==> src/cmp_edge_pkg.sv <==
// Package with register map, field positions and reset values for the comparator control block.
package cmp_edge_pkg;
    // Register byte offsets on the APB bus.
    localparam logic [7:0] CTRL_OFFS   = 8'h00;
    localparam logic [7:0] MODE_OFFS   = 8'h04;
    localparam logic [7:0] STATUS_OFFS = 8'h08;
    localparam logic [7:0] MASK_OFFS   = 8'h0C;
    // Control register fields.
    localparam int ENABLE_BIT   = 7;
    localparam int OUT_BIT      = 6;
    localparam int POS_HYST_LSB = 2;
    localparam int NEG_HYST_LSB = 0;
    localparam int HYST_W       = 2;
    // Mode register field.
    localparam int RESP_LSB = 0;
    localparam int RESP_W   = 2;
    // Status and mask register fields share one layout.
    localparam int RISE_BIT = 1;
    localparam int FALL_BIT = 0;
    // Reset values.
    localparam logic [HYST_W-1:0] HYST_RESET = 2'h0;
    localparam logic [RESP_W-1:0] RESP_RESET = 2'h2;
    // Hysteresis encodings: off, 5 mV, 10 mV, 20 mV nominal.
    localparam logic [HYST_W-1:0] HYST_OFF  = 2'h0;
    localparam logic [HYST_W-1:0] HYST_5MV  = 2'h1;
    localparam logic [HYST_W-1:0] HYST_10MV = 2'h2;
    localparam logic [HYST_W-1:0] HYST_20MV = 2'h3;
    // Synchroniser depth.
    localparam int SYNC_STAGES = 2;
endpackage

==> src/cmp_edge_irq.sv <==
// Sticky edge flags, read-to-clear, and masked level interrupt.
module cmp_edge_irq
(
    input  wire logic clk,
    input  wire logic rst,
    input  wire logic syncOut,
    input  wire logic clearRead,
    input  wire logic riseMask,
    input  wire logic fallMask,
    output logic      riseFlag,
    output logic      fallFlag,
    output logic      irq
);
    logic prev_reg;
    logic rise_reg;
    logic fall_reg;
    logic irq_reg;
    logic prev_next;
    logic rise_next;
    logic fall_next;
    logic irq_next;
    logic riseEvt;
    logic fallEvt;

    // A set in the clearing cycle wins, so no edge is lost.
    always_comb
    begin
        riseEvt   = syncOut & ~prev_reg;
        fallEvt   = ~syncOut & prev_reg;
        prev_next = syncOut;
        rise_next = riseEvt | (rise_reg & ~clearRead);
        fall_next = fallEvt | (fall_reg & ~clearRead);
        irq_next  = (rise_next & riseMask) | (fall_next & fallMask);
    end

    // Flag and interrupt registers.
    always_ff @(posedge clk or posedge rst)
    begin
        if (rst)
        begin
            prev_reg <= 1'b0;
            rise_reg <= 1'b0;
            fall_reg <= 1'b0;
            irq_reg  <= 1'b0;
        end
        else
        begin
            prev_reg <= prev_next;
            rise_reg <= rise_next;
            fall_reg <= fall_next;
            irq_reg  <= irq_next;
        end
    end

    assign riseFlag = rise_reg;
    assign fallFlag = fall_reg;
    assign irq      = irq_reg;
endmodule

==> src/cmp_sync.sv <==
// Two-stage synchroniser for the raw comparator decision.
module cmp_sync
(
    input  wire logic clk,
    input  wire logic rst,
    input  wire logic din,
    output logic      dout
);
    logic [cmp_edge_pkg::SYNC_STAGES-1:0] stage_reg;
    logic [cmp_edge_pkg::SYNC_STAGES-1:0] stage_next;

    // The first stage feeds only the second, to keep metastability contained.
    always_comb
    begin
        stage_next = {stage_reg[cmp_edge_pkg::SYNC_STAGES-2:0], din};
    end

    // Stages start low, matching a disabled comparator.
    always_ff @(posedge clk or posedge rst)
    begin
        if (rst)
            stage_reg <= '0;
        else
            stage_reg <= stage_next;
    end

    assign dout = stage_reg[cmp_edge_pkg::SYNC_STAGES-1];
endmodule

==> src/comparator_edge_control.sv <==
// Top of the comparator control block: APB registers, outputs, edges and interrupt.
// Functional notes
// - Latched synchronous and raw asynchronous outputs provided.
// - Raw output works without the clock.
// - Disabled: outputs low, analog supply off.
// - Response-time field forwarded to analog core.
// - Negative hysteresis: off, 5, 10, 20 mV.
// - Positive hysteresis field set independently.
// - Falling output edge sets falling flag.
// - Rising output edge sets rising flag.
// - Flags stay set until software clears.
// - Rising mask lets rising flag interrupt.
// - Falling mask lets falling flag interrupt.
// - Output state readable any time.
// - Enable bit switches comparator on/off.
module comparator_edge_control
(
    input  wire logic        clk,
    input  wire logic        rst,
    input  wire logic        psel,
    input  wire logic        penable,
    input  wire logic        pwrite,
    input  wire logic [7:0]  paddr,
    input  wire logic [31:0] pwdata,
    output logic [31:0]      prdata,
    output logic             pready,
    output logic             pslverr,
    input  wire logic        cmpDecision,
    output logic             rawCmpOut,
    output logic             latchedCmpOut,
    output logic             cmpPowerOn,
    output logic [1:0]       respTimeSel,
    output logic [1:0]       negHystSel,
    output logic [1:0]       posHystSel,
    output logic             cmpIrq
);
    logic        enable_reg;
    logic [1:0]  resp_reg;
    logic [1:0]  neg_reg;
    logic [1:0]  pos_reg;
    logic        riseMask_reg;
    logic        fallMask_reg;
    logic [31:0] prdata_reg;
    logic        pready_reg;
    logic        pslverr_reg;
    logic        latched_reg;
    logic        enable_next;
    logic [1:0]  resp_next;
    logic [1:0]  neg_next;
    logic [1:0]  pos_next;
    logic        riseMask_next;
    logic        fallMask_next;
    logic [31:0] prdata_next;
    logic        pready_next;
    logic        pslverr_next;
    logic        latched_next;
    logic        syncOut;
    logic        riseFlag;
    logic        fallFlag;
    logic        irqLevel;
    logic        statusRead;
    logic        access;
    logic        wrDone;

    // True when the address is one of the four mapped registers.
    function automatic logic isMapped(input logic [7:0] a);
        isMapped = (a == cmp_edge_pkg::CTRL_OFFS) || (a == cmp_edge_pkg::MODE_OFFS)
                || (a == cmp_edge_pkg::STATUS_OFFS) || (a == cmp_edge_pkg::MASK_OFFS);
    endfunction

    cmp_sync u_sync
    (
        .clk  (clk),
        .rst  (rst),
        .din  (cmpDecision),
        .dout (syncOut)
    );

    cmp_edge_irq u_edges
    (
        .clk       (clk),
        .rst       (rst),
        .syncOut   (syncOut),
        .clearRead (statusRead),
        // Next mask values, so the interrupt moves in the same cycle as the mask register.
        .riseMask  (riseMask_next),
        .fallMask  (fallMask_next),
        .riseFlag  (riseFlag),
        .fallFlag  (fallFlag),
        .irq       (irqLevel)
    );

    // Access phase of an APB transfer; the slave answers after one wait state.
    assign access     = psel & penable & ~pready_reg;
    // Writes land at the completing edge, where the master samples pready high.
    assign wrDone     = psel & penable & pwrite & pready_reg;
    assign statusRead = access & ~pwrite & (paddr == cmp_edge_pkg::STATUS_OFFS);

    // Register writes, read mux and bus answer.
    always_comb
    begin
        enable_next   = enable_reg;
        resp_next     = resp_reg;
        neg_next      = neg_reg;
        pos_next      = pos_reg;
        riseMask_next = riseMask_reg;
        fallMask_next = fallMask_reg;
        prdata_next   = 32'h0000_0000;
        pready_next   = access;
        pslverr_next  = access & ~isMapped(paddr);
        if (wrDone)
        begin
            case (paddr)
                cmp_edge_pkg::CTRL_OFFS:
                begin
                    enable_next = pwdata[cmp_edge_pkg::ENABLE_BIT];
                    neg_next = pwdata[cmp_edge_pkg::NEG_HYST_LSB +: cmp_edge_pkg::HYST_W];
                    pos_next = pwdata[cmp_edge_pkg::POS_HYST_LSB +: cmp_edge_pkg::HYST_W];
                end
                cmp_edge_pkg::MODE_OFFS:
                begin
                    resp_next = pwdata[cmp_edge_pkg::RESP_LSB +: cmp_edge_pkg::RESP_W];
                end
                cmp_edge_pkg::MASK_OFFS:
                begin
                    riseMask_next = pwdata[cmp_edge_pkg::RISE_BIT];
                    fallMask_next = pwdata[cmp_edge_pkg::FALL_BIT];
                end
                default:
                begin
                    enable_next = enable_reg;
                end
            endcase
        end
        else if (access && !pwrite)
        begin
            case (paddr)
                cmp_edge_pkg::CTRL_OFFS:
                begin
                    prdata_next[cmp_edge_pkg::ENABLE_BIT] = enable_reg;
                    prdata_next[cmp_edge_pkg::OUT_BIT] = syncOut;
                    prdata_next[cmp_edge_pkg::NEG_HYST_LSB +: cmp_edge_pkg::HYST_W] = neg_reg;
                    prdata_next[cmp_edge_pkg::POS_HYST_LSB +: cmp_edge_pkg::HYST_W] = pos_reg;
                end
                cmp_edge_pkg::MODE_OFFS:
                    prdata_next[cmp_edge_pkg::RESP_LSB +: cmp_edge_pkg::RESP_W] = resp_reg;
                cmp_edge_pkg::STATUS_OFFS:
                begin
                    prdata_next[cmp_edge_pkg::RISE_BIT] = riseFlag;
                    prdata_next[cmp_edge_pkg::FALL_BIT] = fallFlag;
                end
                cmp_edge_pkg::MASK_OFFS:
                begin
                    prdata_next[cmp_edge_pkg::RISE_BIT] = riseMask_reg;
                    prdata_next[cmp_edge_pkg::FALL_BIT] = fallMask_reg;
                end
                default:
                    prdata_next = 32'h0000_0000;
            endcase
        end
        // latched pin output gated by enable
        latched_next = enable_reg & syncOut;
    end

    // Register bank and bus outputs.
    always_ff @(posedge clk or posedge rst)
    begin
        if (rst)
        begin
            enable_reg   <= 1'b0;
            resp_reg     <= cmp_edge_pkg::RESP_RESET;
            neg_reg      <= cmp_edge_pkg::HYST_RESET;
            pos_reg      <= cmp_edge_pkg::HYST_RESET;
            riseMask_reg <= 1'b0;
            fallMask_reg <= 1'b0;
            prdata_reg   <= 32'h0000_0000;
            pready_reg   <= 1'b0;
            pslverr_reg  <= 1'b0;
            latched_reg  <= 1'b0;
        end
        else
        begin
            enable_reg   <= enable_next;
            resp_reg     <= resp_next;
            neg_reg      <= neg_next;
            pos_reg      <= pos_next;
            riseMask_reg <= riseMask_next;
            fallMask_reg <= fallMask_next;
            prdata_reg   <= prdata_next;
            pready_reg   <= pready_next;
            pslverr_reg  <= pslverr_next;
            latched_reg  <= latched_next;
        end
    end

    assign prdata        = prdata_reg;
    assign pready        = pready_reg;
    assign pslverr       = pslverr_reg;
    assign latchedCmpOut = latched_reg;
    assign cmpPowerOn    = enable_reg;
    assign respTimeSel   = resp_reg;
    assign negHystSel    = neg_reg;
    assign posHystSel    = pos_reg;
    assign cmpIrq        = irqLevel;
    // raw path has no flop, so it survives a stopped clock.
    // This one output is combinational by necessity: it must work without clk.
    assign rawCmpOut = cmpDecision & enable_reg;
endmodule

==> config.mk <==
export PLATFORM = sky130hd
export DESIGN_NAME = comparator_edge_control
export DESIGN_NICKNAME = d
export VERILOG_FILES = /design/src/cmp_edge_pkg.sv /design/src/cmp_edge_irq.sv /design/src/cmp_sync.sv /design/src/comparator_edge_control.sv
export SDC_FILE = /design/constraint.sdc
export NUM_CORES = 1
export LEC_CHECK = 0
export BUFFER_PORTS_ARGS = -buffer_cell sky130_fd_sc_hd__buf_2
export CORE_AREA = 2 2 57 59
export DETAILED_ROUTE_END_ITERATION = 8
export DIE_AREA = 0 0 59 61
export GPL_TIMING_DRIVEN = 0
export PLACE_DENSITY = 0.8
export SLEW_MARGIN = 40
export SYNTH_ARGS = -nofsm -noshare
export SYNTH_HDL_FRONTEND = slang
export SYNTH_SLANG_ARGS = --single-unit
export TNS_END_PERCENT = 30
==> constraint.sdc <==
create_clock -name clk -period 3.77 [get_ports clk]
set_input_delay 0 -clock clk [delete_from_list [all_inputs] [get_ports clk]]
set_output_delay 0 -clock clk [all_outputs]
set_load 0.01 [all_outputs]
==> results of run 1 <==
-- cells in the mapped netlist, types with 3 or more instances --
cell,count
inv_1,3
mux2_2,4
mux2_4,5
buf_4,26
and2_1,6
dfrtp_1,23
nand2_1,3
-- worst min-delay path, delay by kind of cell --
kind / cells / cell delay, ns
AOI/OAI and AO/OA: 1 / 0.14
and+or+nand+nor: 1 / 0.06
buffers and inverters: 1 / 0.10
-- per-layer routing --
| layer | global-route usage, % | share of wire (%) |
|---|---|---|
| met2 | 24.0 | 54 |
| met3 | 2.13 | 7.0 |
| met4 | 5.52 | 0.083 |
| met5 | 0 | 0 |
| met1 | 16.8 | 39 |
-- cells by family after synthesis --
family / count (synthesis) / share of synthesized area (%)
DFF: 24 / 50.7
buffers and inverters: 30 / 18.4
muxes: 11 / 13.9
other: 1 / 0.316
and+or+nand+nor: 25 / 14.0
AOI/OAI and AO/OA: 4 / 2.64
-- metrics by stage --
step           instance area [µm²]  hold slack [ns]
2_1_floorplan                 1280           0.0139
3_3_place_gp                  1500            0.118
3_5_place_dp                  1500            0.121
5_1_grt                       1660           0.0275
6_report                      1660           0.0176
4_1_cts                       1660          0.00552
-- power groups by stage --
| stage | clock network (mW) | logic, mW | registers (mW) |
|---|---|---|---|
| after floorplan | 0 | 0.0432 | 0.268 |
| after global placement | 0 | 0.0605 | 0.267 |
| after detailed placement | 0 | 0.0618 | 0.268 |
| after CTS | 0.136 | 0.0701 | 0.263 |
| after global routing | 0.150 | 0.0794 | 0.263 |
| final | 0.133 | 0.0722 | 0.263 |
-- how the worst max path moves through the flow --
stage / slack (ns) / cells past startpoint / from / to
CTS: 2.08 / 3 / negHystSel[0]$_DFFE_PP0P_ / prdata[0]$_DFF_PP0_
detailed placement: 2.21 / 6 / paddr[5] / posHystSel[0]$_DFFE_PP0P_
finish: 1.98 / 3 / pready$_DFF_PP0_ / prdata[0]$_DFF_PP0_
global placement: 2.23 / 6 / paddr[5] / posHystSel[0]$_DFFE_PP0P_
floorplan: 2.34 / 4 / pready$_DFF_PP0_ / u_edges.irq$_DFF_PP0_
global route: 1.95 / 3 / pready$_DFF_PP0_ / prdata[0]$_DFF_PP0_
-- timing repair --
| action | CTS | global route |
|---|---|---|
| setup endpoints to repair | 0 | 0 |
| hold endpoints to repair | 36 | 0 |
| hold buffers | 12 | 0 |
| buffers inserted | 0 | 0 |
-- layout make-up --
class | instances | share of cell area, %
plain buffers | 27 | 12.5
flip-flops and latches | 24 | 36.3
repair buffers | 48 | 18.1
clock buffers | 4 | 2.19
inverters | 3 | 0.679
well taps | 33 | 2.49
multi-input cells | 66 | 27.8
==> summary.md, run 1 <==
| Metric | Value |
|---|---|
| Synth top area share | `48.5%` |
| Leak Pwr | `0.954 nW` |
| IO Pins | `90` |
| Worst R2R Path Depth | `3` |
| Cell Pwr Density | `282 mW/mm²` |
| Number of synthesized flops with an enable pin | `0` |
| DRC viols | `0` |
| Max FFs per register | `6` |
| Post-synthesis instance total | `95` |
| Vias | `893` |
| Cts bufs inserted | `3` |
| Commonest non-fill, non-tap cell in the layout | `buf_2` |
| Switching share of power | `23.6%` |
| Initial DRT Pass Iterations | `5` |
| Top_reg_cell synth | `dfrtp_1` |
| Sink Count | `24` |
| Max Slew Vio Count | `0` |
| Worst reg2reg path startpoint | `pready$_DFF_PP0_` |
| FMAX | `0.560 GHz` |
| Most frequent cells in the layout | `buf_2, buf_4, conb_1, dfrtp_1, dlygate4sd3_1` |
| Slowest stage cell, crit path | `dlygate4sd3_1` |
| Reg-to-reg endpoint | `prdata[0]$_DFF_PP0_` |
| DP HPWL | `1760 µm` |
| Root Driver | `clkbuf_4` |
| CP Max Fanout | `5` |
| Hold path cells | `3` |
| Setup TNS | `0 ns` |
| Ys async rst share | `100%` |
| IO buf count | `36` |
| Mean Syn Cell Area | `12.5 µm²` |
| DRT antenna net count | `0` |
| Final Hold Vio Count | `0` |
| Post-Syn Area | `0.00119 mm²` |
| First-pass GRT wire length | `3570 µm` |
| Layout fillers | `278` |
| Kind of cell adding the most delay to the critical path | `simple AND/OR/NAND/NOR gates` |
| Setup Viol. Count Final | `0` |
| H-tree depth | `1` |
| CP Launch Type | `register` |
| Total grt overflow | `0` |
| Share of cells above drive strength 1 | `48.3%` |
| Num rows | `20` |
| Critical Path RT | `4.03 ns` |
| Multi-input combinational cell area | `460 µm²` |
| Global Route Usage Sum | `13.6%` |
| GPL Wtd Cong | `0.776` |
| Post-Route WL | `2410 µm` |
| TritonCTS clock tree | `yes` |
| Seq cells post-synth | `24` |
| Internal power | `357 µW` |
| Cell count after placement | `189` |
| Final Util | `56.1%` |
| Tcrit/Tclk final | `47.4%` |
| Worst path max stage delay | `0.61 ns` |
| Max Cap Viol | `0` |
| Area growth syn-to-layout | `39.8%` |
| Cell taking the most area after synthesis | `dfrtp_1` |
| Number of global-route vias before repair | `774` |
| Initial antenna violation count | `0` |
| Clock network power share | `28.4%` |
| Worst hold path type | `input pin to register` |
| Final min period | `1.79 ns` |
| Outcome | `finished, final reports clean` |
| Worst R2R Setup Slack | `1.98 ns` |
| Final Skew | `0.0105 ns` |
| Worst Hold Launch | `paddr[1]` |
| Reported net switching power | `111 µW` |
| Netlist cell types | `26` |
| Worst Path Arrival | `2.04 ns` |
| 1st-iter DRT viols | `13` |
| ANT cells | `0` |
| Synth warn | `0` |
| Register Area | `602 µm²` |
| Layout Nets | `219` |
| Worst path cell trace | `or2_2 > nor4b_1 > dlygate4sd3_1` |
| Dpl ws | `2.21 ns` |
| Final WS setup | `1.98 ns` |
| Largest net degree at the start of global routing | `25` |
| Non-filler cells, final | `205` |
| Clock Tree Buf Depth | `2` |
| Die Y | `61 µm` |
| Combinational Power Share | `15.4%` |
| Unrepaired setup endpoints after global routing | `no` |
| Worst-path clk slew | `0.13 ns` |
| Vias per cell | `4.36` |
| Core area | `0.00295 mm²` |
| Starting density of the core | `40.2%` |
| WL/cell | `11.8 µm` |
| Worst-skew pair later-pin latency | `0.31 ns` |
| Critical path class | `register to register` |
| VDD IR max | `0.178 mV` |
| DIE WIDTH | `59 µm` |
| Power, Total | `468 µW` |
| CTS resizes | `0` |
| Worst Path Buf+Inv | `1` |
| Sequential power share | `56.2%` |
| Crit end category | `register` |
| Seq/Total Area, Yosys | `50.7%` |
| Area of the die | `0.00360 mm²` |
| Hold EP | `pslverr$_DFF_PP0_` |
| Synth top area cells | `dfrtp_1, buf_4, mux2_4` |
Note: power is estimated with default switching activity, not from simulation.
==> inputs of run 2 (changes only) <==
- CORE_AREA: 2 2 57 59 -> 2 2 59 61
- DIE_AREA: 0 0 59 61 -> 0 0 61 63
- PLACE_DENSITY: 0.8 -> 0.75
- clock period: 3.77 -> 1.8 ns (I/O delays scaled with it)
==> run 2 against run 1 <==
Utilization decreased by 3.8 points. Clock-buffer cell count decreased by 1. Largest power group unchanged. First-iteration DRC count increased by 23%. Critical endpoint is now posHystSel[1]$_DFFE_PP0P_. Worst hold slack improved by 0.015 ns. Largest cell class unchanged.
==> summary.md, run 2 (synthesis results as in run 1) <==
| Metric | Value |
|---|---|
| Outcome | `finished, final reports clean` |
| Max Slew Vio Count | `0 (unchanged)` |
| Die Y | `63 µm (+3.3%)` |
| Worst R2R Path Depth | `4 (+1)` |
| Setup TNS | `0 ns (unchanged)` |
| Max FFs per register | `6 (unchanged)` |
| Largest net degree at the start of global routing | `25 (unchanged)` |
| WL/cell | `10.8 µm (-8.1%)` |
| TritonCTS clock tree | `yes` |
| Initial antenna violation count | `0 (unchanged)` |
| Worst R2R Setup Slack | `0.26 ns (-1.72 ns)` |
| Post-Route WL | `2360 µm (-2.2%)` |
| DRC viols | `0 (unchanged)` |
| Share of cells above drive strength 1 | `48.3% (unchanged)` |
| Layout fillers | `291 (+4.7%)` |
| ANT cells | `0 (unchanged)` |
| Clock Tree Buf Depth | `2 (unchanged)` |
| Setup Viol. Count Final | `0 (unchanged)` |
| Reg-to-reg endpoint | `u_edges.irq$_DFF_PP0_` |
| Worst-path clk slew | `0.13 ns (about the same)` |
| Final Skew | `0.00143 ns (-0.00904 ns)` |
| Critical Path RT | `2.00 ns (-2.03 ns)` |
| Cell Pwr Density | `640 mW/mm² (+130%)` |
| 1st-iter DRT viols | `16 (+3)` |
| Worst Path Arrival | `1.90 ns (-0.14 ns)` |
| DRT antenna net count | `0 (unchanged)` |
| CTS resizes | `0 (unchanged)` |
| Final min period | `1.69 ns` |
| Hold EP | `prdata[1]$_DFF_PP0_` |
| Vias per cell | `4.14 (-5.0%)` |
| Final Hold Vio Count | `0 (unchanged)` |
| Worst-skew pair later-pin latency | `0.30 ns (about the same)` |
| Area growth syn-to-layout | `42.5%` |
| GPL Wtd Cong | `0.829 (+6.9%)` |
| Crit end category | `register` |
| Leak Pwr | `0.958 nW (+0.43%)` |
| FMAX | `0.591 GHz` |
| Critical path class | `input pin to register` |
| Unrepaired setup endpoints after global routing | `no` |
| IO Pins | `90 (unchanged)` |
| Total grt overflow | `0 (unchanged)` |
| CP Launch Type | `input pin` |
| DIE WIDTH | `61 µm (+3.4%)` |
| Hold path cells | `4 (+1)` |
| Worst reg2reg path startpoint | `pready$_DFF_PP0_` |
| Max Cap Viol | `0 (unchanged)` |
| Most frequent cells in the layout | `buf_2, buf_4, conb_1, dfrtp_1, dlygate4sd3_1` |
| Commonest non-fill, non-tap cell in the layout | `buf_2` |
| Tcrit/Tclk final | `94.0%` |
| Area of the die | `0.00384 mm² (+6.8%)` |
| Worst Hold Launch | `paddr[7]` |
| Num rows | `21 (+5.0%)` |
| H-tree depth | `1 (unchanged)` |
| IO buf count | `36 (unchanged)` |
| Layout Nets | `219 (unchanged)` |
| Initial DRT Pass Iterations | `4 (-1)` |
| Number of global-route vias before repair | `885 (+14%)` |
| Cts bufs inserted | `3 (unchanged)` |
| DP HPWL | `1770 µm (+0.65%)` |
| Vias | `902 (+1.0%)` |
| Global Route Usage Sum | `13.0% (-0.60 points)` |
| Final Util | `52.3% (-3.8 points)` |
| Sink Count | `24 (unchanged)` |
| Core area | `0.00323 mm² (+9.4%)` |
| VDD IR max | `0.221 mV (+24%)` |
| First-pass GRT wire length | `3800 µm (+6.2%)` |
| Root Driver | `clkbuf_4` |
| Worst hold path type | `input pin to register` |
| Starting density of the core | `36.7% (-3.5 points)` |
| CP Max Fanout | `5 (unchanged)` |
-- run 2: cell types whose count changed in the layout (fill, tap and decap cells not counted), sizes merged --
| cell | delta |
|---|---|
| bufinv | +1 |
| clkbuf | -1 |
-- run 2: worst max path at each step --
stage	slack, ns	start	cells past startpoint	end
final	0.11	paddr[6]	7	posHystSel[1]$_DFFE_PP0P_
after global routing	0.06	paddr[6]	7	negHystSel[0]$_DFFE_PP0P_
after CTS	0.16	paddr[6]	7	negHystSel[0]$_DFFE_PP0P_
after detailed placement	0.23	paddr[5]	6	posHystSel[1]$_DFFE_PP0P_
after global placement	0.26	paddr[5]	6	negHystSel[1]$_DFFE_PP0P_
after floorplan	0.37	pready$_DFF_PP0_	4	u_edges.irq$_DFF_PP0_
-- run 2: routing by layer --
| metal | part of all wire (%) | global-route usage [%] | up-vias |
|---|---|---|---|
| met1 | 39 | 15.3 | 418 |
| met4 | 3.0 | 6.52 | 0 |
| li1 | - | - | 426 |
| met3 | 6.9 | 2.90 | 10 |
| met2 | 51 | 21.6 | 48 |
| met5 | 0 | 0 | - |
-- run 2: what timing repair did --
item                                   CTS  global route
endpoints found under the hold margin   36             1
buffers inserted                         0             0
hold buffers                            11             1
-- run 2: where the power goes --
part,internal (mW),switching (mW),leakage [nW]
Clock,0.225,0.154,0.0279
Sequential,0.546,0.00464,0.313
Combinational,0.0800,0.0723,0.617
Total,0.851,0.230,0.958
-- run 2: cell type report --
cell class / count / area [µm²] / share of cell area (%)
Clock buffer: 3 / 22.5 / 1.33
Timing Repair Buffer: 48 / 300 / 17.8
Inverter: 3 / 11.3 / 0.666
Sequential cell: 24 / 602 / 35.6
Multi-Input combinational cell: 66 / 460 / 27.2
Tap cell: 46 / 57.6 / 3.40
Buffer: 27 / 206 / 12.2
Clock inverter: 1 / 30.0 / 1.78
-- run 2: metrics by stage --
| step | area (µm²) | setup WS, ns | total power, mW | hold WS [ns] | std cells |
|---|---|---|---|---|---|
| global placement | 1520 | 0.262 | 0.687 | 0.124 | 202 |
| floorplan | 1280 | 0.374 | 0.652 | 0.0139 | 120 |
| global route | 1690 | 0.0614 | 1.14 | 0.0379 | 218 |
| CTS | 1680 | 0.156 | 1.08 | 0.00650 | 217 |
| detailed placement | 1520 | 0.228 | 0.690 | 0.0483 | 202 |
| finish | 1690 | 0.109 | 1.08 | 0.0330 | 218 |
-- run 2: worst max-delay path, stage by stage --
cell and delay [ns]:
dlygate4sd3_1 0.55, buf_2 0.14, nor4_4 0.23, nand2_2 0.14
or3_1 0.38, buf_6 0.15, mux2_4 0.29
==> inputs of run 3 (changes only) <==
- SLEW_MARGIN: 40 -> unset
- SYNTH_HIERARCHICAL: unset -> 1
==> run 3 against run 2 <==
Synthesized cell count grew 2.1%. Utilization increased by 0.23 points. Routed wire length is 0.85% higher. Sequential power hardly changed. Area after synthesis decreased by 0.21%. Critical path depth rose by 1.
==> summary.md, run 3 <==
| Metric | Value |
|---|---|
| Outcome | `finished, final reports clean` |
| Synth top area cells | `dfrtp_1, buf_4, mux2_2` |
| Final Util | `52.5% (+0.23 points)` |
| Multi-input combinational cell area | `462 µm² (+0.27%)` |
| Seq/Total Area, Yosys | `50.8% (+0.11 points)` |
| Number of synthesized flops with an enable pin | `0 (unchanged)` |
| Synth top area share | `48.6% (+0.10 points)` |
| Core area | `0.00323 mm² (unchanged)` |
| DIE WIDTH | `61 µm (unchanged)` |
| IO buf count | `36 (unchanged)` |
| Worst-skew pair later-pin latency | `0.31 ns (about the same)` |
| WL/cell | `10.7 µm (-0.52%)` |
| Setup TNS | `0 ns (unchanged)` |
| Area growth syn-to-layout | `43.4%` |
| Sink Count | `24 (unchanged)` |
| Num rows | `21 (unchanged)` |
| CP Launch Type | `input pin` |
| Initial DRT Pass Iterations | `3 (-1)` |
| Register Area | `602 µm² (unchanged)` |
| IO Pins | `90 (unchanged)` |
| Worst-Margin Slew | `0.660 ns` |
| Tcrit/Tclk final | `86.4% (-7.5 points)` |
| CP Max Fanout | `6 (+1)` |
| Worst slew margin | `56.0%` |
| Die Y | `63 µm (unchanged)` |
| Critical Path RT | `2.02 ns (+0.02 ns)` |
| H-tree depth | `1 (unchanged)` |
| Setup crit end | `u_edges/irq$_DFF_PP0_` |
| FMAX | `0.643 GHz (+8.7%)` |
| Worst R2R Path Depth | `4 (unchanged)` |
| GPL Wtd Cong | `0.813 (-1.9%)` |
| 1st-iter DRT viols | `11 (-5)` |
| DRC viols | `0 (unchanged)` |
| Worst Path Arrival | `1.77 ns (-0.13 ns)` |
| Number of global-route vias before repair | `903 (+2.0%)` |
| Max Slew Vio Count | `0 (unchanged)` |
| Post-synthesis instance total | `97 (+2.1%)` |
| Final min period | `1.56 ns (-0.136 ns)` |
| Share of cells above drive strength 1 | `45.7% (-2.5 points)` |
| ANT cells | `0 (unchanged)` |
| Worst R2R Setup Slack | `0.26 ns (about the same)` |
| Cell taking the most area after synthesis | `dfrtp_1` |
| Post-Syn Area | `0.00118 mm² (-0.21%)` |
| Most frequent cells in the layout | `buf_2, buf_4, conb_1, dfrtp_1, dlygate4sd3_1` |
| Starting density of the core | `36.6% (-0.077 points)` |
| Count leader, synth | `buf_4` |
| VDD IR max | `0.245 mV (+11%)` |
| DP HPWL | `1870 µm (+5.6%)` |
| TritonCTS clock tree | `yes` |
| Ys async rst share | `100% (unchanged)` |
| Post-synth top cells | `buf_4, dfrtp_1, mux2_2` |
| Seq cells post-synth | `24 (unchanged)` |
| Clock Tree Buf Depth | `2 (unchanged)` |
| Cts bufs inserted | `3 (unchanged)` |
| Final Skew | `0.00584 ns (+0.00441 ns)` |
| Netlist cell types | `22 (-15%)` |
| Commonest non-fill, non-tap cell in the layout | `buf_2` |
| Final Hold Vio Count | `0 (unchanged)` |
| Worst reg2reg path startpoint | `pready$_DFF_PP0_` |
| Top_reg_cell synth | `dfrtp_1` |
| Reg-to-reg endpoint | `u_edges/irq$_DFF_PP0_` |
| Root Driver | `clkbuf_4` |
| Unrepaired setup endpoints after global routing | `no` |
| Max Cap Viol | `0 (unchanged)` |
| Synth warn | `6 (+6)` |
| DRT antenna net count | `0 (unchanged)` |
| Vias | `890 (-1.3%)` |
| Layout fillers | `304 (+4.5%)` |
| Layout Nets | `222 (+1.4%)` |
| Crit end category | `register` |
| Worst hold path type | `input pin to register` |
| Area of the die | `0.00384 mm² (unchanged)` |
| Cell Pwr Density | `638 mW/mm² (-0.21%)` |
| Vias per cell | `4.03 (-2.7%)` |
| Max FFs per register | `6 (unchanged)` |
| Mean Syn Cell Area | `12.2 µm² (-2.3%)` |
| Total grt overflow | `0 (unchanged)` |
| Critical path class | `input pin to register` |
| Setup Viol. Count Final | `0 (unchanged)` |
| Post-Route WL | `2380 µm (+0.85%)` |
| Leak Pwr | `0.968 nW (+1.1%)` |
| Largest net degree at the start of global routing | `19 (-24%)` |
| Initial antenna violation count | `0 (unchanged)` |
| First-pass GRT wire length | `3900 µm (+2.7%)` |
| Crit path from | `paddr[4]` |
| Worst-path clk slew | `0.13 ns (about the same)` |
| Global Route Usage Sum | `13.7% (+0.61 points)` |
run 3: cell type report:
type	count	area share, %
Sequential cell	24	35.4
Multi-Input combinational cell	67	27.2
Timing Repair Buffer	49	18.3
Buffer	26	11.5
Tap cell	46	3.39
Clock inverter	1	1.77
Clock buffer	3	1.33
Inverter	5	1.11
run 3: power breakdown:
part | switching, mW | total (mW) | leakage, nW | internal (mW)
clock network | 0.154 | 0.379 | 0.0279 | 0.225
registers | 0.00538 | 0.551 | 0.313 | 0.546
logic | 0.0713 | 0.153 | 0.628 | 0.0820
run 3: worst min-delay path by stage:
stage | slack, ns | cells after the start | startpoint | end
6_report | 0.04 | 4 | pwrite | prdata[0]$_DFF_PP0_
5_1_grt | 0.05 | 3 | rst | u_sync/stage_reg[0]$_DFF_PP0_
4_1_cts | 0.02 | 4 | pwrite | prdata[0]$_DFF_PP0_
3_5_place_dp | -0.12 | 2 | rst | u_sync/stage_reg[0]$_DFF_PP0_
3_3_place_gp | -0.13 | 2 | rst | u_sync/stage_reg[0]$_DFF_PP0_
2_1_floorplan | -0.26 | 1 | rst | u_sync/stage_reg[0]$_DFF_PP0_
run 3: metal layers:
metal  vias up  global-route usage (%)  share of wire (%)
li1        434                       -                  -
met2        28                    25.3                 56
met5         -                       0                  0
met1       428                    14.4                 38
met3         0                    2.48                6.3
met4         0                    5.71                  0
run 3: cells by family (layout without fill, tap and decap cells):
group | Yosys count | after routing | synth area share (%)
buffers and inverters | 31 | 84 | 18.1
and+or+nand+nor | 27 | 27 | 16.2
DFF | 24 | 24 | 50.8
muxes | 11 | 11 | 12.4
AOI/OAI and AO/OA | 3 | 3 | 2.22
other | 1 | 26 | 0.317
run 3: worst max-delay path, cell delays in order:
cell,delay (ns)
dlygate4sd3_1,0.53
buf_2,0.13
nor4_4,0.26
and2_1,0.21
and4_1,0.19
inv_1,0.05
a22o_1,0.21
a22o_1,0.18
run 3: timing repair:
item / 4_1_cts / 5_1_grt
resized for setup: 0 / 0
hold buffers: 13 / 0
hold endpoints to repair: 37 / 0
buffers inserted: 0 / 0
setup endpoints to repair: 0 / 0
run 3: metrics by stage:
step                      hold WS (ns)  total power [mW]  setup WS, ns  instances  cell area [µm²]
after floorplan                 -0.259             0.653         0.368        122             1280
after global placement          -0.128             0.688         0.344        204             1520
after detailed placement        -0.125             0.692         0.290        204             1520
after CTS                       0.0173              1.10         0.266        221             1700
after global routing            0.0539              1.14         0.168        221             1700
final                           0.0429              1.08         0.244        221             1700
